**config.mk**
```make
export PLATFORM = sky130hd
export DESIGN_NAME = anps_regs
export DESIGN_NICKNAME = d
export VERILOG_FILES = /design/src/core/anps_pkg.sv /design/src/core/anps_sync.sv /design/src/core/anps_sticky.sv /design/src/core/anps_regs.sv
export SDC_FILE = /design/constraint.sdc
export NUM_CORES = 1
export LEC_CHECK = 0
export ABC_AREA = 1
export BUFFER_PORTS_ARGS = -buffer_cell sky130_fd_sc_hd__buf_2
export CORE_MARGIN = 2
export CORE_UTILIZATION = 25
export CTS_CLUSTER_DIAMETER = 40
export DETAILED_ROUTE_END_ITERATION = 12
export GPL_TIMING_DRIVEN = 0
export SYNTH_ARGS = -nofsm -noshare
export SYNTH_HDL_FRONTEND = slang
export SYNTH_SLANG_ARGS = --single-unit
```
**constraint.sdc**
```tcl
create_clock -name clock -period 2.2 [get_ports clock]
set_input_delay 0 -clock clock [delete_from_list [all_inputs] [get_ports clock]]
set_output_delay 0 -clock clock [all_outputs]
set_load 0.01 [all_outputs]
```
**src/core/anps_pkg.sv**
```systemverilog
// Constants shared by the partner-status register group of the negotiation block.
// Assumes 5-bit register addresses and 16-bit register words on the management link.
package anps_pkg;

   // ----------------------------------------------------------------
   // Register addresses
   // ----------------------------------------------------------------
   localparam logic [4:0]  REG_ABIL        = 5'h05;
   localparam logic [4:0]  REG_EXP         = 5'h06;
   localparam logic [4:0]  REG_SETUP       = 5'h10;

   // ----------------------------------------------------------------
   // Reset values and field positions
   // ----------------------------------------------------------------
   localparam logic [15:0] ABIL_RESET      = 16'h0080;
   localparam logic [15:0] ABIL_RSVD_MASK  = 16'h1800;
   localparam int          ABIL_TX_BIT     = 7;
   localparam int          ABIL_10_BIT     = 5;
   localparam logic [2:0]  SETUP_RESET     = 3'h0;
   localparam int          SETUP_LED_BIT   = 11;
   localparam int          SETUP_FAST_BIT  = 10;
   localparam int          SETUP_LOOP_BIT  = 9;

   // ----------------------------------------------------------------
   // Management frame fields
   // ----------------------------------------------------------------
   localparam logic [5:0]  PREAMBLE_BITS   = 6'h20;
   localparam logic [1:0]  OP_READ         = 2'h2;
   localparam logic [1:0]  OP_WRITE        = 2'h1;
   localparam logic [3:0]  HDR_LAST        = 4'hB;
   localparam logic [3:0]  DATA_LAST       = 4'hF;

endpackage : anps_pkg

```
**src/core/anps_sync.sv**
```systemverilog
// Two-stage synchroniser for pins that arrive from outside the clock domain.
// Assumes each bit is an independent level; no bus coherence is promised.
`timescale 1ns/1ps
module anps_sync #(
   parameter int W = 1
) (
   // Clock and reset
   input  wire logic         clock,
   input  wire logic         rst_b,
   // Data
   input  wire logic [W-1:0] din,
   output logic      [W-1:0] dout
);

   logic [W-1:0] meta_q;
   logic [W-1:0] sync_q;

   always_ff @(posedge clock)
   begin
      if (!rst_b)
      begin
         meta_q <= '0;
         sync_q <= '0;
      end
      else
      begin
         meta_q <= din;
         sync_q <= meta_q;
      end
   end

   assign dout = sync_q;

endmodule : anps_sync

```
**src/core/anps_sticky.sv**
```systemverilog
// Bank of sticky status flags, set by hardware events and optionally cleared.
// Assumes set and clear are single-cycle terms on the same clock.
`timescale 1ns/1ps
module anps_sticky #(
   parameter int W = 1
) (
   // Clock and reset
   input  wire logic         clock,
   input  wire logic         rst_b,
   // Events
   input  wire logic [W-1:0] set,
   input  wire logic [W-1:0] clr,
   output logic      [W-1:0] flags
);

   logic [W-1:0] flags_q;

   // An event landing in the clearing cycle is kept: set wins over clear.
   always_ff @(posedge clock)
   begin
      if (!rst_b)
         flags_q <= '0;
      else
         flags_q <= set | (flags_q & ~clr);
   end

   assign flags = flags_q;

endmodule : anps_sticky

```
**src/core/anps_regs.sv**
```systemverilog
// Partner ability, negotiation expansion and setup registers with their management slave.
// Assumes negotiation-engine inputs are on this clock; mdc, mdio and the
// address straps are asynchronous pins.
`timescale 1ns/1ps

// Functional notes
// - Capture partner ability word from negotiation; management reads it only.
// - Later next pages may replace the ability word after negotiation completes.
// - Ability bit 15 shows partner next-page flag; resets to 0.
// - Ability bit 14 shows partner acknowledge; resets to 0.
// - Ability bit 13 shows partner remote fault; resets to 0.
// - Ability bit 10 shows partner pause; bits 12 to 11 reserved.
// - Ability bits 9, 8, 6 show T4, fast and slow full duplex.
// - Ability bit 7 resets to 1, set by 100 Mb/s parallel detection.
// - Ability bit 5 resets to 0, set by 10 Mb/s parallel detection.
// - Ability bits 4 to 0 hold partner selector, reset zero.
// - Expansion bits 15 to 5 always read zero.
// - Expansion bit 4 sticks at 1 after a multiple link fault.
// - Expansion bit 3 shows partner next-page capability.
// - Expansion bit 2 shows local next-page capability, read-only.
// - Expansion bit 1 sets on new page, clears when ability is read.
// - Expansion bit 0 shows partner negotiation capability.
// - Setup bit 11 makes the fourth LED show link pulses.
// - Setup bit 10 speeds up negotiation timers for test.
// - Setup bit 9 puts negotiation in loopback; bits 8 to 3 reserved.
// - Setup bit 2 reads 1 once ability detect was visited.
// - Setup bit 1 reads 1 once parallel detection fault was visited.
// - Setup bit 0 reads 1 once link status check was visited.
module anps_regs (
   // Clock and reset
   input  wire logic        clock,
   input  wire logic        rst_b,
   // Management pins
   input  wire logic        mdc,
   input  wire logic        mdioIn,
   output logic             mdioOut,
   output logic             mdioOe,
   input  wire logic [4:0]  phyAddr,
   // Negotiation engine events and levels
   input  wire logic        pageRxPulse,
   input  wire logic [15:0] pageWord,
   input  wire logic        parDet100Pulse,
   input  wire logic        parDet10Pulse,
   input  wire logic        mlfPulse,
   input  wire logic        partnerNpCapable,
   input  wire logic        localNpCapable,
   input  wire logic        partnerAnCapable,
   input  wire logic        abilityDetectPulse,
   input  wire logic        parallelFaultPulse,
   input  wire logic        linkCheckPulse,
   // Status LED
   input  wire logic        linkPulse,
   input  wire logic        ledNormal,
   output logic             fourthStatusLed,
   // Setup controls
   output logic             timerFastMode,
   output logic             autonegLoopback
);

   typedef enum logic [2:0] {S_IDLE, S_START, S_HDR, S_TA, S_DATA} anps_state_t;

   // ----------------------------------------------------------------
   // Pin synchronisation
   // ----------------------------------------------------------------
   logic [6:0]  pinSync;
   logic        mdcS;
   logic        mdioS;
   logic [4:0]  addrS;
   logic        mdcPrev_q;
   logic        rise;

   anps_sync #(.W(7)) u_sync (
      .clock (clock),
      .rst_b (rst_b),
      .din   ({mdc, mdioIn, phyAddr}),
      .dout  (pinSync)
   );

   assign mdcS  = pinSync[6];
   assign mdioS = pinSync[5];
   assign addrS = pinSync[4:0];

   always_ff @(posedge clock)
   begin
      if (!rst_b)
         mdcPrev_q <= 1'b0;
      else
         mdcPrev_q <= mdcS;
   end

   assign rise = mdcS & ~mdcPrev_q;

   // ----------------------------------------------------------------
   // Register state
   // ----------------------------------------------------------------
   logic [15:0] abil_q;
   logic [15:0] abil_d;
   logic [2:0]  setup_q;
   logic [4:0]  flags;
   logic [4:0]  flagSet;
   logic [4:0]  flagClr;
   logic        ledOut_q;

   // Sticky flags: 4 multiple link fault, 3 page received, 2..0 state history.
   anps_sticky #(.W(5)) u_flags (
      .clock (clock),
      .rst_b (rst_b),
      .set   (flagSet),
      .clr   (flagClr),
      .flags (flags)
   );

   function automatic logic [15:0] regRead(input logic [4:0] a);
      logic [15:0] v;
      unique case (a)
         anps_pkg::REG_ABIL:  v = abil_q;
         anps_pkg::REG_EXP:   v = {11'h000, flags[4], partnerNpCapable,
                             localNpCapable, flags[3], partnerAnCapable};
         anps_pkg::REG_SETUP: v = {4'h0, setup_q, 6'h00, flags[2:0]};
         default:             v = 16'h0000;
      endcase
      return v;
   endfunction : regRead

   // ----------------------------------------------------------------
   // Management frame engine
   // ----------------------------------------------------------------
   anps_state_t state_q;
   logic [3:0]  bitCnt_q;
   logic [5:0]  preCnt_q;
   logic        firstPending_q;
   logic [11:0] hdr_q;
   logic [11:0] hdrNext;
   logic [15:0] wrShift_q;
   logic        isWrite_q;
   logic        hit_q;
   logic [4:0]  regSel_q;
   logic        startOk;
   logic        hdrHit;
   logic        rdHit;
   logic        wrCommit;
   logic        rdCapture;

   assign hdrNext = {hdr_q[10:0], mdioS};

   // Only the first frame after reset needs the full preamble; later frames
   // need just the idle bit, which is what preamble suppression allows.
   assign startOk = firstPending_q ? (preCnt_q == anps_pkg::PREAMBLE_BITS)
                                   : (preCnt_q != 6'h00);
   assign hdrHit  = (hdrNext[9:5] == addrS) &&
                    ((hdrNext[4:0] == anps_pkg::REG_ABIL) ||
                     (hdrNext[4:0] == anps_pkg::REG_EXP) ||
                     (hdrNext[4:0] == anps_pkg::REG_SETUP));
   assign rdHit   = hit_q & ~isWrite_q;
   assign wrCommit = rise && (state_q == S_DATA) && (bitCnt_q == anps_pkg::DATA_LAST) &&
                     isWrite_q && hit_q && (regSel_q == anps_pkg::REG_SETUP);
   assign rdCapture = rise && (state_q == S_TA) && (bitCnt_q == 4'h1) && rdHit;

   always_ff @(posedge clock)
   begin
      if (!rst_b)
      begin
         state_q        <= S_IDLE;
         bitCnt_q       <= 4'h0;
         preCnt_q       <= 6'h00;
         firstPending_q <= 1'b1;
         hdr_q          <= 12'h000;
         wrShift_q      <= 16'h0000;
         isWrite_q      <= 1'b0;
         hit_q          <= 1'b0;
         regSel_q       <= 5'h00;
      end
      else if (rise)
      begin
         unique case (state_q)
            S_IDLE:
            begin
               if (!mdioS)
                  preCnt_q <= 6'h00;
               else if (preCnt_q != anps_pkg::PREAMBLE_BITS)
                  preCnt_q <= preCnt_q + 6'h01;
               if (!mdioS && startOk)
                  state_q <= S_START;
            end
            S_START:
               state_q <= mdioS ? S_HDR : S_IDLE;
            S_HDR:
            begin
               hdr_q    <= hdrNext;
               bitCnt_q <= bitCnt_q + 4'h1;
               if (bitCnt_q == anps_pkg::HDR_LAST)
               begin
                  firstPending_q <= 1'b0;
                  isWrite_q      <= (hdrNext[11:10] == anps_pkg::OP_WRITE);
                  hit_q          <= hdrHit && ((hdrNext[11:10] == anps_pkg::OP_WRITE) ||
                                               (hdrNext[11:10] == anps_pkg::OP_READ));
                  regSel_q       <= hdrNext[4:0];
                  bitCnt_q       <= 4'h0;
                  state_q        <= S_TA;
               end
            end
            S_TA:
            begin
               bitCnt_q <= (bitCnt_q == 4'h1) ? 4'h0 : bitCnt_q + 4'h1;
               if (bitCnt_q == 4'h1)
                  state_q <= S_DATA;
            end
            S_DATA:
            begin
               wrShift_q <= {wrShift_q[14:0], mdioS};
               bitCnt_q  <= bitCnt_q + 4'h1;
               if (bitCnt_q == anps_pkg::DATA_LAST)
               begin
                  preCnt_q <= 6'h00;
                  state_q  <= S_IDLE;
               end
            end
         endcase
      end
   end

   // ----------------------------------------------------------------
   // Read data drive
   // ----------------------------------------------------------------
   logic [15:0] rdShift_q;
   logic        mdioOut_q;
   logic        mdioOe_q;

   // Data changes right after the rising edge, so the controller sees a full
   // period of settling before its own sampling edge.
   always_ff @(posedge clock)
   begin
      if (!rst_b)
      begin
         rdShift_q <= 16'h0000;
         mdioOut_q <= 1'b0;
         mdioOe_q  <= 1'b0;
      end
      else if (rise)
      begin
         if ((state_q == S_TA) && (bitCnt_q == 4'h0) && rdHit)
            {mdioOe_q, mdioOut_q} <= 2'h2;
         else if (rdCapture)
            {mdioOut_q, rdShift_q} <= {regRead(regSel_q), 1'b0};
         else if ((state_q == S_DATA) && mdioOe_q)
         begin
            if (bitCnt_q == anps_pkg::DATA_LAST)
               mdioOe_q <= 1'b0;
            else
               {mdioOut_q, rdShift_q} <= {rdShift_q, 1'b0};
         end
      end
   end

   assign mdioOut = mdioOut_q;
   assign mdioOe  = mdioOe_q;

   // ----------------------------------------------------------------
   // Partner ability register
   // ----------------------------------------------------------------
   always_comb
   begin
      abil_d = abil_q;
      if (pageRxPulse)
         abil_d = pageWord & ~anps_pkg::ABIL_RSVD_MASK;
      if (parDet100Pulse)
         abil_d[anps_pkg::ABIL_TX_BIT] = 1'b1;
      if (parDet10Pulse)
         abil_d[anps_pkg::ABIL_10_BIT] = 1'b1;
   end

   // Bits 15..13, 10..8, 6 and 4..0 come straight from the received word.
   always_ff @(posedge clock)
   begin
      if (!rst_b)
         abil_q <= anps_pkg::ABIL_RESET;
      else
         abil_q <= abil_d;
   end

   // ----------------------------------------------------------------
   // Expansion and history flags
   // ----------------------------------------------------------------
   assign flagSet = {mlfPulse, pageRxPulse,
                     abilityDetectPulse, parallelFaultPulse, linkCheckPulse};
   // Reading the ability register consumes the page-received flag.
   assign flagClr = {1'b0, rdCapture && (regSel_q == anps_pkg::REG_ABIL), 3'h0};

   // ----------------------------------------------------------------
   // Setup register and its outputs
   // ----------------------------------------------------------------
   always_ff @(posedge clock)
   begin
      if (!rst_b)
         setup_q <= anps_pkg::SETUP_RESET;
      else if (wrCommit)
         setup_q <= {wrShift_q[anps_pkg::SETUP_LED_BIT - 1],
                     wrShift_q[anps_pkg::SETUP_FAST_BIT - 1],
                     wrShift_q[anps_pkg::SETUP_LOOP_BIT - 1]};
   end

   always_ff @(posedge clock)
   begin
      if (!rst_b)
         ledOut_q <= 1'b0;
      else
         ledOut_q <= setup_q[2] ? linkPulse : ledNormal;
   end

   assign fourthStatusLed = ledOut_q;
   assign timerFastMode   = setup_q[1];
   assign autonegLoopback = setup_q[0];
endmodule : anps_regs

```
==> impl_metrics.toml <==
[status]
status = "complete, no violations"

[cells_and_area]
fillers = 1858
syn_to_final_growth_pct = 23.4
diodes = 0
finalNetCount = 737
finish.cell_count_without_fillers = 923
final_util_pct = 31.1
drive_gt1_share_pct = 11.0

[cts]
htree_levels = 3
cts_tree = "built"
cts_buffer_depth = 2
clk_latency_ns = 0.34
clk_pin_slew_ns = 0.06
cts_sinks = 98
ctsHoldBuffers = 28
cts_setup_buffers = 0
cts_root_buf = "clkbuf_16"
cts-resized-gates = 0
numCtsBuffers = 9

[timing]
hold_viol = 0
drv_slew = 0
max_freq_mhz = 551
skew_ns = 0.00624
fin_crit_sh_pct = 82.5
max_slew_margin_pct = 60.7
finalSetupTns_ns = 0
worst-slew-pin-transition_ns = 0.589
finalCriticalPeriod_ns = 1.81
setup_viol = 0
worst_slack_ns = 0.385
rsz0062_at_grt = "no"

[drt]
dr.pass1.iters = 4
detail-route-antenna-nets = 0
drc_errors = 0
drtIter0Drc = 276
via_count = 3916
routed_wl_um = 10200
vias_per_cell = 4.24
routedWlPerCell_um = 11.1

[die]
ios = 42
core-area_um2 = 17100
initial_utilization_pct = 25.2
design.die.area_um2 = 18300
rows = 48
die_w_um = 135
die_h_um = 135

[critical_path]
critPathLaunchType = "register"
arrival_ns = 2.04
required_ns = 2.42
crit_path_end_kind = "register"
path_class = "reg2reg"
crit_fanout = 9

[synth]
netlist_area_um2 = 4320
ys_types = 35
syn-num-nets = 659
avgSynthCellArea_um2 = 7.01
ys_warn_count = 0
ys_seq_area_share_pct = 45.4
synthCells = 616
yosys_register_bits = 98

[global_routing]
grt_max_degree = 15
grt-ovfl-total = 0
grt_pass1_vias = 3583
antenna_found_initial = 0
grt_pass1_wl_um = 17200
grtUsageTotal_pct = 11.9

[pwr]
ir_worst_vdd_v = 0.000349
p_leak_nw = 2.43
power_density_nw_per_um2 = 644
p_total_mw = 3.43

[placement]
placed_cells = 880
gp_congestion = 0.790
dp_slack_ns = 0.398
port_buffers = 39
dp_hpwl_um = 7300

[min_path]
worstHoldPathType = "in2reg"

[run]
cap_viol_max_count = 0
stage by stage:
| step | hold slack (ns) | instance area, µm² |
|---|---|---|
| finish | 0.0364 | 5330 |
| global route | 0.0205 | 5330 |
| CTS | 0.0253 | 5330 |
| detailed placement | 0.186 | 4790 |
| global placement | 0.185 | 4790 |
| floorplan | 0.0956 | 4320 |
Yosys cell counts:
library cell	count	area share (%)
a211oi_1	2	0.35
a21boi_0	1	0.17
a21oi_1	42	4.9
and2_1	2	0.29
buf_1	1	0.087
buf_2	4	0.46
buf_4	2	0.35
buf_6	1	0.26
clkbuf_1	11	0.96
clkinv_1	2	0.17
dfxtp_1	98	45
ha_1	6	1.7
inv_1	72	6.3
inv_2	5	0.43
nand2_1	120	10
nand2_2	2	0.29
nand2_4	3	0.78
nand3_1	29	3.4
nand3_2	2	0.46
nand4_1	8	1.2
nor2_1	116	10
nor2_2	3	0.43
nor2_4	1	0.26
nor2_8	1	0.46
nor3_1	4	0.46
nor3_4	1	0.38
nor4_1	1	0.15
o211ai_1	1	0.17
o21ai_0	66	7.7
o21ai_1	1	0.12
o21bai_1	1	0.17
o22ai_1	1	0.15
or2_2	1	0.15
xnor2_1	1	0.20
xor2_1	4	0.81
logic make-up (layout without fill, tap and decap cells):
kind of cell / Yosys count / count (layout) / share of synthesized area (%)
AND/OR/NAND/NOR: 294 / 294 / 29.2
adder cells (fa/ha/maj): 6 / 6 / 1.74
AO/OA/AOI/OAI: 115 / 115 / 13.7
buffers and inverters: 98 / 180 / 8.99
XOR/XNOR: 5 / 5 / 1.01
flip-flops: 98 / 98 / 45.4
power by group:
| part | total (mW) | internal, mW | switching [mW] |
|---|---|---|---|
| registers | 1.83 | 1.81 | 0.0197 |
| logic | 0.186 | 0.0872 | 0.0986 |
| clock network | 1.41 | 0.758 | 0.655 |
| total | 3.43 | 2.66 | 0.773 |
area by class of cell:
| cell class | instances | area, µm² | area share (%) |
|---|---|---|---|
| Timing Repair Buffer | 67 | 475 | 8.92 |
| Sequential cell | 98 | 1960 | 36.8 |
| Multi-Input combinational cell | 420 | 1970 | 36.9 |
| Clock inverter | 3 | 17.5 | 0.329 |
| Clock buffer | 12 | 236 | 4.44 |
| Inverter | 79 | 297 | 5.57 |
| Tap cell | 225 | 282 | 5.28 |
| Buffer | 19 | 91.3 | 1.71 |
sequential cells by signal, summed over array words and instances (netlist names), 3 cells and up:
signal,flops
bitCnt_q,4
abil_q,14
setup_q,3
rdShift_q,15
preCnt_q,6
state_q,3
u_sync.meta_q,7
u_flags.flags,5
wrShift_q,11
hdr_q,11
u_sync.dout,7
regSel_q,5
placed cells by master (no fill, tap or decap), drive strengths merged:
| master | n |
|---|---|
| o21bai | 1 |
| xnor2 | 1 |
| clkbuf | 23 |
| ha | 6 |
| clkinvlp | 1 |
| xor2 | 4 |
| clkinv | 4 |
| o211ai | 1 |
| dfxtp | 98 |
| dlygate4sd3 | 28 |
| or2 | 1 |
| nand3 | 31 |
| and2 | 2 |
| o21ai | 67 |
| a21oi | 42 |
| inv | 77 |
| nor4 | 1 |
| nor3 | 5 |
| a211oi | 2 |
| o22ai | 1 |
| buf | 47 |
| nand4 | 8 |
| a21boi | 1 |
| nand2 | 125 |
| nor2 | 121 |
worst paths after layout:
check / start / to / slack [ns] / cells past startpoint
worst max-delay path: bitCnt_q[0] / preCnt_q[1] / 0.39 / 6
worst min-delay path: pageWord[10] / abil_q[10] / 0.04 / 3
worst max register to register: bitCnt_q[0] / preCnt_q[1] / 0.39 / 6
worst min register to register: u_sync.meta_q[5] / u_sync.dout[5] / 0.41 / 2
critical path, cell delays in order, from the launching register on:
cell and delay [ns]:
dfxtp_1 0.39, ha_1 0.22, nand3_1 0.22, a21oi_1 0.23, nand3_2 0.21, o21ai_0 0.33
nor2_1 0.09
metal layers:
layer / share of wire [%] / vias to the layer above / global-route usage [%]
li1: - / 2104 / -
met1: 50 / 1740 / 16.1
met2: 45 / 56 / 18.3
met3: 2.7 / 16 / 2.47
met4: 2.3 / 0 / 5.44
met5: 0 / - / 0
Note: power is estimated with default switching activity, not from simulation.
